[config.mk]
export PLATFORM = sky130hd
export DESIGN_NAME = mcu_watchdog_idle_control
export DESIGN_NICKNAME = d
export VERILOG_FILES = /design/src/rtl/watchdog_idle_pkg.sv /design/src/rtl/mcu_watchdog_idle_control.sv
export SDC_FILE = /design/constraint.sdc
export NUM_CORES = 1
export LEC_CHECK = 0
export BUFFER_PORTS_ARGS = -buffer_cell sky130_fd_sc_hd__buf_2
export CAP_MARGIN = 10
export CORE_MARGIN = 2
export CORE_UTILIZATION = 38
export DETAILED_ROUTE_END_ITERATION = 10
export PLACE_DENSITY_LB_ADDON = 0.12
export SKIP_CTS_REPAIR_TIMING = 1
export SLEW_MARGIN = 20
export SYNTH_ARGS = -nofsm -noshare
export SYNTH_HDL_FRONTEND = slang
export SYNTH_SLANG_ARGS = --single-unit
export TNS_END_PERCENT = 5
[constraint.sdc]
create_clock -name clock -period 2.15 [get_ports clock]
set_input_delay 0.1075 -clock clock [delete_from_list [all_inputs] [get_ports clock]]
set_output_delay 0.1075 -clock clock [all_outputs]
set_load 0.01 [all_outputs]
[src/rtl/watchdog_idle_pkg.sv]
package watchdog_idle_pkg;

    // ------------------------------------------------------------
    // Register locations
    // ------------------------------------------------------------
    localparam logic [7:0]  POWER_CONTROL_ADDR           = 8'h87;
    localparam logic [15:0] WATCHDOG_CONTROL_STATUS_ADDR = 16'hFF93;

    // ------------------------------------------------------------
    // Field positions
    // ------------------------------------------------------------
    localparam int SERVICE_BIT_POS     = 0;
    localparam int RESET_CAUSE_POS     = 6;
    localparam int WATCHDOG_ENABLE_POS = 7;
    localparam int IDLE_BIT_POS        = 0;
    localparam int GENERAL_LOW_POS     = 2;
    localparam int GENERAL_HIGH_POS    = 3;
    localparam int BAUD_DOUBLE_POS     = 7;

    // ------------------------------------------------------------
    // Reset values
    // ------------------------------------------------------------
    localparam logic [7:0] REG_RESET_VALUE = 8'h00;

    // ------------------------------------------------------------
    // Timing
    // ------------------------------------------------------------
    localparam int CLOCK_PERIOD_NS    = 10;
    localparam int TICK_PERIOD_US     = 1000;
    localparam int WAKE_HOLD_US       = 400;
    localparam int TICK_CYCLES        = TICK_PERIOD_US * 1000 / CLOCK_PERIOD_NS;
    localparam int WAKE_HOLD_CYCLES   =
        (WAKE_HOLD_US * 1000 + CLOCK_PERIOD_NS - 1) / CLOCK_PERIOD_NS;
    localparam int WATCHDOG_WIDTH     = 5;

endpackage

[src/rtl/mcu_watchdog_idle_control.sv]
// Contract
// - Watchdog ticks on a one millisecond timebase
// - No counting before a start-of-frame seen
// - Unserviced enabled watchdog resets MCU after 32 ms
// - Five-bit counter; expiry produces device reset
// - Writing one to service bit restarts count
// - Service bit always reads as zero
// - Writing one to enable bit starts watchdog
// - Enable cleared only by power-up or USB reset
// - Reset cause set on timeout, cleared by resets
// - Reset cause cleared by writing one, not by writing zero
// - Idle suspends watchdog counting and timeout
// - Wake interrupt clears idle, watchdog resumes
// - Idle set by firmware, cleared only by interrupt
// - Interrupt must stay asserted 400 us to wake
// - Idle stops MCU, RAM, oscillator and PLL
// - Two general flags, read-write, reset zero
// - Read-write baud doubling bit, reset zero
`timescale 1ns/1ps
module mcu_watchdog_idle_control
    import watchdog_idle_pkg::*;
#(
    parameter int TICK_COUNT = TICK_CYCLES,
    parameter int WAKE_COUNT = WAKE_HOLD_CYCLES
)
(
    input  wire logic        clock,
    input  wire logic        rst_n,
    input  wire logic [7:0]  sfr_addr,
    input  wire logic        sfr_write,
    input  wire logic        sfr_read,
    input  wire logic [7:0]  sfr_wdata,
    output logic      [7:0]  sfr_rdata,
    input  wire logic [15:0] xdata_addr,
    input  wire logic        xdata_write,
    input  wire logic        xdata_read,
    input  wire logic [7:0]  xdata_wdata,
    output logic      [7:0]  xdata_rdata,
    input  wire logic        sof_detected,
    input  wire logic        usb_reset,
    input  wire logic        usb_reset_enable,
    input  wire logic        external_interrupt_one_n,
    output logic             mcu_reset,
    output logic             wake_interrupt,
    output logic             mcu_idle,
    output logic             ram_low_power,
    output logic             osc_pll_stop,
    output logic             baud_double
);

    localparam int TICK_W = $clog2(TICK_COUNT + 1);
    localparam int WAKE_W = $clog2(WAKE_COUNT + 1);
    localparam logic [TICK_W-1:0] TICK_LAST = TICK_W'(TICK_COUNT - 1);
    localparam logic [WAKE_W-1:0] WAKE_LAST = WAKE_W'(WAKE_COUNT - 1);
    localparam logic [WATCHDOG_WIDTH-1:0] WD_LAST = '1;

    // ------------------------------------------------------------
    // State
    // ------------------------------------------------------------
    logic [TICK_W-1:0]         tick_count;
    logic                      tick;
    logic [WATCHDOG_WIDTH-1:0] wd_count;
    logic                      sof_seen;
    logic                      watchdog_enable_bit;
    logic                      reset_cause_flag;
    logic                      idle_bit;
    logic                      general_flag_high;
    logic                      general_flag_low;
    logic                      baud_double_bit;
    logic [WAKE_W-1:0]         wake_count;

    logic [TICK_W-1:0]         next_tick_count;
    logic                      next_tick;
    logic [WATCHDOG_WIDTH-1:0] next_wd_count;
    logic                      next_sof_seen;
    logic                      next_watchdog_enable_bit;
    logic                      next_reset_cause_flag;
    logic                      next_idle_bit;
    logic                      next_general_flag_high;
    logic                      next_general_flag_low;
    logic                      next_baud_double_bit;
    logic [WAKE_W-1:0]         next_wake_count;
    logic                      next_mcu_reset;
    logic                      next_wake_interrupt;
    logic [7:0]                next_sfr_rdata;
    logic [7:0]                next_xdata_rdata;

    logic power_control_wr;
    logic watchdog_control_status_wr;
    logic counting;
    logic expire;
    logic wake_done;
    logic usb_clear;

    function automatic logic [7:0] watchdog_control_status_image(input logic en, input logic cause);
        logic [7:0] v;
        v = REG_RESET_VALUE;
        v[WATCHDOG_ENABLE_POS] = en;
        v[RESET_CAUSE_POS]     = cause;
        return v;
    endfunction

    // ------------------------------------------------------------
    // Next-state logic
    // ------------------------------------------------------------
    always_comb
    begin
        power_control_wr   = sfr_write && (sfr_addr == POWER_CONTROL_ADDR);
        watchdog_control_status_wr  = xdata_write && (xdata_addr == WATCHDOG_CONTROL_STATUS_ADDR);
        usb_clear = usb_reset && usb_reset_enable;

        // Free-running millisecond timebase
        next_tick       = (tick_count == TICK_LAST);
        next_tick_count = next_tick ? '0 : tick_count + 1'b1;

        next_sof_seen = sof_seen || sof_detected;
        if (usb_clear)
        begin
            next_sof_seen = 1'b0;
        end

        // Idle freezes the count in place rather than clearing it
        counting = watchdog_enable_bit && sof_seen && !idle_bit;
        expire   = counting && tick && (wd_count == WD_LAST);

        next_wd_count = wd_count;
        if (counting && tick)
        begin
            next_wd_count = wd_count + 1'b1;
        end
        if (watchdog_control_status_wr && xdata_wdata[SERVICE_BIT_POS])
        begin
            next_wd_count = '0;
        end
        if (expire || usb_clear)
        begin
            next_wd_count = '0;
        end
        next_mcu_reset = expire;

        next_watchdog_enable_bit = watchdog_enable_bit;
        if (watchdog_control_status_wr && xdata_wdata[WATCHDOG_ENABLE_POS])
        begin
            next_watchdog_enable_bit = 1'b1;
        end
        if (usb_clear)
        begin
            next_watchdog_enable_bit = 1'b0;
        end

        // Timeout wins over a same-cycle write-one clear; a same-cycle USB reset still clears the cause
        next_reset_cause_flag = reset_cause_flag;
        if (watchdog_control_status_wr && xdata_wdata[RESET_CAUSE_POS])
        begin
            next_reset_cause_flag = 1'b0;
        end
        if (expire)
        begin
            next_reset_cause_flag = 1'b1;
        end
        if (usb_clear)
        begin
            next_reset_cause_flag = 1'b0;
        end

        // Wake needs an unbroken low on the interrupt pin
        next_wake_count = '0;
        if (idle_bit && !external_interrupt_one_n && wake_count != WAKE_LAST)
        begin
            next_wake_count = wake_count + 1'b1;
        end
        wake_done = idle_bit && !external_interrupt_one_n
                    && (wake_count == WAKE_LAST);
        next_wake_interrupt = wake_done;

        next_idle_bit = idle_bit;
        if (wake_done)
        begin
            next_idle_bit = 1'b0;
        end
        if (power_control_wr && sfr_wdata[IDLE_BIT_POS])
        begin
            next_idle_bit = 1'b1;
        end

        next_general_flag_high = general_flag_high;
        next_general_flag_low  = general_flag_low;
        next_baud_double_bit   = baud_double_bit;
        if (power_control_wr)
        begin
            next_general_flag_high = sfr_wdata[GENERAL_HIGH_POS];
            next_general_flag_low  = sfr_wdata[GENERAL_LOW_POS];
            next_baud_double_bit   = sfr_wdata[BAUD_DOUBLE_POS];
        end

        // Read data registered; unmapped addresses and reserved bits give zero
        next_sfr_rdata = REG_RESET_VALUE;
        if (sfr_read && sfr_addr == POWER_CONTROL_ADDR)
        begin
            next_sfr_rdata[IDLE_BIT_POS]     = idle_bit;
            next_sfr_rdata[GENERAL_LOW_POS]  = general_flag_low;
            next_sfr_rdata[GENERAL_HIGH_POS] = general_flag_high;
            next_sfr_rdata[BAUD_DOUBLE_POS]  = baud_double_bit;
        end
        next_xdata_rdata = REG_RESET_VALUE;
        if (xdata_read && xdata_addr == WATCHDOG_CONTROL_STATUS_ADDR)
        begin
            next_xdata_rdata = watchdog_control_status_image(watchdog_enable_bit,
                                           reset_cause_flag);
        end
    end

    // ------------------------------------------------------------
    // Registers
    // ------------------------------------------------------------
    always_ff @(posedge clock or negedge rst_n)
    begin
        if (!rst_n)
        begin
            tick_count          <= '0;
            tick                <= 1'b0;
            wd_count            <= '0;
            sof_seen            <= 1'b0;
            watchdog_enable_bit <= 1'b0;
            reset_cause_flag    <= 1'b0;
            idle_bit            <= 1'b0;
            general_flag_high   <= 1'b0;
            general_flag_low    <= 1'b0;
            baud_double_bit     <= 1'b0;
            wake_count          <= '0;
            mcu_reset           <= 1'b0;
            wake_interrupt      <= 1'b0;
            mcu_idle            <= 1'b0;
            ram_low_power       <= 1'b0;
            osc_pll_stop        <= 1'b0;
            baud_double         <= 1'b0;
            sfr_rdata           <= REG_RESET_VALUE;
            xdata_rdata         <= REG_RESET_VALUE;
        end
        else
        begin
            tick                <= next_tick;
            tick_count          <= next_tick_count;
            wd_count            <= next_wd_count;
            sof_seen            <= next_sof_seen;
            watchdog_enable_bit <= next_watchdog_enable_bit;
            reset_cause_flag    <= next_reset_cause_flag;
            idle_bit            <= next_idle_bit;
            general_flag_high   <= next_general_flag_high;
            general_flag_low    <= next_general_flag_low;
            baud_double_bit     <= next_baud_double_bit;
            wake_count          <= next_wake_count;
            mcu_reset           <= next_mcu_reset;
            wake_interrupt      <= next_wake_interrupt;
            mcu_idle            <= next_idle_bit;
            ram_low_power       <= next_idle_bit;
            osc_pll_stop        <= next_idle_bit;
            baud_double         <= next_baud_double_bit;
            sfr_rdata           <= next_sfr_rdata;
            xdata_rdata         <= next_xdata_rdata;
        end
    end
endmodule

# Word level (Yosys, flattened, before mapping)
# Cells that the tools add are included.
# totals
output_inout_bits	22
word_cells	65
reg_bits	60
input_bits	50
# classes
eq_ne	6
n_addsub	3
muxes	17
n_reduce_logical	24
# ops
operator	count
16-bit == test, second input constant	2
17-bit by 1-bit adder with 17-bit output, second input constant	1
17-bit == test, second input constant	1
17-bit two-way mux	1
16-bit by 1-bit adder with 16-bit output, second input constant	1
1-bit logical AND	16
16-bit two-way mux	1
16-bit != test, second input constant	1
5-bit two-way mux	3
1-bit two-way mux	10
8-bit == test, second input constant	1
8-bit two-way mux	1
3-bit nonzero test	2
5-bit by 1-bit adder with 5-bit output, second input constant	1
5-bit == test, second input constant	1
2-bit nonzero test	2
1-bit zero test	2
1-bit logical OR	2
2-bit two-way mux	1

# Depth between registers and ports, before layout
# depth
word_depth	6
depth_mapped	6
depth_no_buf	6

# Worst setup path after synthesis
# OpenSTA, ideal clock, no wires.
# synth_path
path_type	register to register
startpoint	register wd_count[0]
endpoint	register wd_count[2]
arrival_time_ns	1.767
synth_period_minus_slack_ns	1.844
stages_incl_launch_ff	6
required_ns	2.073
setup_slack_ns	0.306
path_buffers	0
setup_time_ns	0.077
path_cell_list	dfrtp_1 ha_1 and3_1 ha_1 or4b_2 a21oi_1
# synth_between
elab_chain_len	4
word_cells_on_any_way	8
classes_between	add/sub (1); eq/ne (1); mux (3); reduce/logical (3)
# synth_lines
item	line_no	source
from (decl)	mcu_watchdog_idle_control.sv:62	logic [WATCHDOG_WIDTH-1:0] wd_count;
from (signal assigned)	mcu_watchdog_idle_control.sv:244	wd_count <= next_wd_count;
5-bit by 1-bit adder with 5-bit output or 5-bit == test (tied branches)	mcu_watchdog_idle_control.sv:129, mcu_watchdog_idle_control.sv:124	
5-bit two-way mux or 1-bit logical AND (tied branches)	mcu_watchdog_idle_control.sv:127, mcu_watchdog_idle_control.sv:124	
5-bit two-way mux or 1-bit logical OR (tied branches)	mcu_watchdog_idle_control.sv:131, mcu_watchdog_idle_control.sv:135	
5-bit two-way mux or 3-bit nonzero test (tied branches)	--	
# Several ways; a longest one is shown, not always the timed one. The select of a mux whose other input is x is not followed.
# A chain may end at the register's enable or synchronous reset.

# Worst setup path after layout
# Same ends and word-level chain as after synthesis.

==> impl_metrics.py <==
metrics = {
    "run_status": {
        "outcome": "finished clean",
    },
    "cts": {
        "worstSkewPairLatency_ps": 300,
        "tritoncts": "yes",
        "cts.sinks": 54,
        "cts.path.max_buffers": 2,
        "root_buffer": "clkbuf_8",
        "cts.htree.levels": 2,
        "numCtsBuffers": 5,
        "path_clk_slew_ps": 100,
    },
    "synthesis": {
        "synthCells": 246,
        "yosysTopAreaCell": "dfrtp_1",
        "synth_edf_count": 0,
        "ys_seq_area_frac": 0.524,
        "synth_top_flop_cell": "dfrtp_1",
        "synth_top_cell_area_share": 0.524,
        "yosysWarnings": 0,
        "synth_area_leaders": "dfrtp_1 52%, xnor2_1 4.8%, nor2_1 4.5%",
        "ys_ff_latch": 54,
        "synth.distinct_cells": 39,
        "avgSynthCellArea_um2": 10.5,
        "synthesis.area_um2": 2580,
        "synth-async-reset-ratio": 1.00,
    },
    "drt": {
        "drt_iter0_drc": 63,
        "first_pass_iters": 4,
        "viasPerCell": 4.93,
        "ant_nets": 0,
        "route.detailed.wl_per_inst_um": 12.5,
        "routed_wl_um": 4810,
        "route.vias.total": 1904,
        "route.detailed.drc": 0,
    },
    "die": {
        "rows": 30,
        "dieArea_um2": 7460,
        "die_h_um": 86.4,
        "die_w_um": 86.4,
        "io_pins": 72,
        "core_um2": 6680,
        "start_util": 0.386,
    },
    "layout": {
        "diodes": 0,
        "fin_nets": 360,
        "fill_cells": 650,
        "area_delta_synth_final_pct": 17.3,
        "most-common-layout-cells": "54 x dfrtp_1, 52 x buf_2, 31 x nor2_1",
        "final_common_cell": "dfrtp_1",
        "drive_above_1_share": 0.239,
    },
    "run": {
        "max_cap_violations": 0,
    },
    "global_routing": {
        "grt_pass1_vias": 1877,
        "antenna_found_initial": 0,
        "grt_max_degree": 30,
        "grt_overflow": 0,
        "grt_pass1_wl_um": 8630,
        "track_usage": 0.145,
    },
    "timing": {
        "post-route-period-util": 0.907,
        "holdWs_ps": 24.1,
        "finalMaxSlewViolations": 0,
        "slew_headroom": 0.589,
        "finalHoldViolations": 0,
        "fin_tns_setup_ps": 0,
        "tightest_slew_ps": 617,
        "setup_viol": 0,
        "fin_skew_ps": 7.80,
        "fmax_mhz": 513,
        "rsz0062_at_grt": "false",
        "min_period_ps": 1950,
    },
    "worst_hold_path": {
        "hold_path_class": "in -> reg",
    },
    "placed_design": {
        "dp_hpwl_um": 3570,
        "io_buffers": 52,
        "gp_congestion": 0.747,
    },
    "setup_path": {
        "startpoint_type": "register",
        "crit_fanout": 8,
        "required_ps": 2390,
        "cp.arrival_ps": 2190,
        "criticalPathCategory": "reg -> reg",
        "end_kind": "register",
    },
    "power": {
        "p_per_area_nw_per_um2": 555,
        "p_leak_nw": 1.42,
        "ir_worst_vdd_uv": 387,
    },
}
-- metrics by stage --
| stage | util | std cells | instance area [um2] | power, mW | setup slack, ps |
|---|---|---|---|---|---|
| 6_report | 0.453 | 386 | 3020 | 1.68 | 199 |
| 4_1_cts | 0.447 | 382 | 2980 | 1.70 | 197 |
| 2_1_floorplan | - | 255 | 2610 | 1.08 | 306 |
| 3_5_place_dp | 0.434 | 375 | 2900 | 1.14 | 218 |
| 3_3_place_gp | 0.434 | 375 | 2900 | 1.14 | 217 |
| 5_1_grt | 0.453 | 386 | 3020 | 1.77 | 109 |
-- Yosys cell counts (4+ instances only) --
| cell type | instances |
|---|---|
| dfrtp_1 | 54 |
| and3_1 | 12 |
| inv_1 | 6 |
| nand3_1 | 12 |
| ha_1 | 4 |
| buf_4 | 12 |
| a21oi_1 | 9 |
| xnor2_1 | 14 |
| or3_1 | 4 |
| nand2_1 | 12 |
| xor2_1 | 11 |
| nor4_1 | 6 |
| nor2_1 | 31 |
| o21ai_0 | 6 |
| nor3_1 | 6 |
| nand4_1 | 10 |
-- registers in the layout (all words and copies together) (netlist names) --
| register | cells |
|---|---|
| sof_seen | 1 |
| tick | 1 |
| xdata_rdata | 2 |
| reset_cause_flag | 1 |
| wake_count | 16 |
| baud_double_bit | 1 |
| idle_bit | 1 |
| wake_interrupt | 1 |
| general_flag_low | 1 |
| sfr_rdata | 4 |
| tick_count | 17 |
| general_flag_high | 1 |
| mcu_reset | 1 |
| wd_count | 5 |
| watchdog_enable_bit | 1 |
-- critical path, cell delays in order (launching register included) --
cell	delay [ps]
dfrtp_1	430
ha_1	240
and3_1	190
ha_1	260
or4b_2	620
a21oi_1	150
-- per-layer routing --
metal | vias to the layer above | global-route usage | share of wire
met3 | 6 | 0.0352 | 0.038
met2 | 35 | 0.241 | 0.48
met1 | 896 | 0.185 | 0.47
li1 | 967 | - | -
met5 | - | 0 | 0
met4 | 0 | 0.0469 | 0.013
-- area by class of cell --
cell class	count	area, um2	share of cell area
clock buffer	5	68.8	0.0228
tap	80	100	0.0331
sequential	54	1350	0.447
timing repair buffer	60	343	0.113
inverter	6	22.5	0.00745
clock inverter	2	13.8	0.00455
multi-input combinational	179	1120	0.372
-- logic make-up (layout without fill, tap and decap cells) --
| family | count (synthesis) | after routing | share of synthesized area |
|---|---|---|---|
| simple gates | 115 | 115 | 0.253 |
| other cells | 1 | 10 | 0.00145 |
| fa+ha+maj | 4 | 4 | 0.0194 |
| compound gates | 20 | 20 | 0.0437 |
| buf+inv | 22 | 73 | 0.0524 |
| xor+xnor | 25 | 25 | 0.0850 |
| mux | 5 | 5 | 0.0209 |
| flops | 54 | 54 | 0.524 |
-- final timing paths --
path                            slack [ps]  cells past startpoint                 to      startpoint
worst max-delay path                   200                      5        wd_count[2]     wd_count[0]
worst min-delay path                    20                      2  general_flag_high    sfr_wdata[3]
worst max register to register         200                      5        wd_count[2]     wd_count[0]
worst min register to register         470                      1     tick_count[16]  tick_count[16]
max in group asynchronous             1230                      3     tick_count[16]           rst_n
min in group asynchronous              340                      2       sfr_rdata[7]           rst_n
-- where the power goes --
| group | total, mW | switching, mW | internal (mW) | leakage, nW |
|---|---|---|---|---|
| sequential | 1.02 | 0.00436 | 1.02 | 0.737 |
| combinational | 0.0956 | 0.0508 | 0.0448 | 0.641 |
| clock | 0.558 | 0.332 | 0.226 | 0.0444 |
| total | 1.68 | 0.388 | 1.29 | 1.42 |
Note: power is estimated with default switching activity, not from simulation.
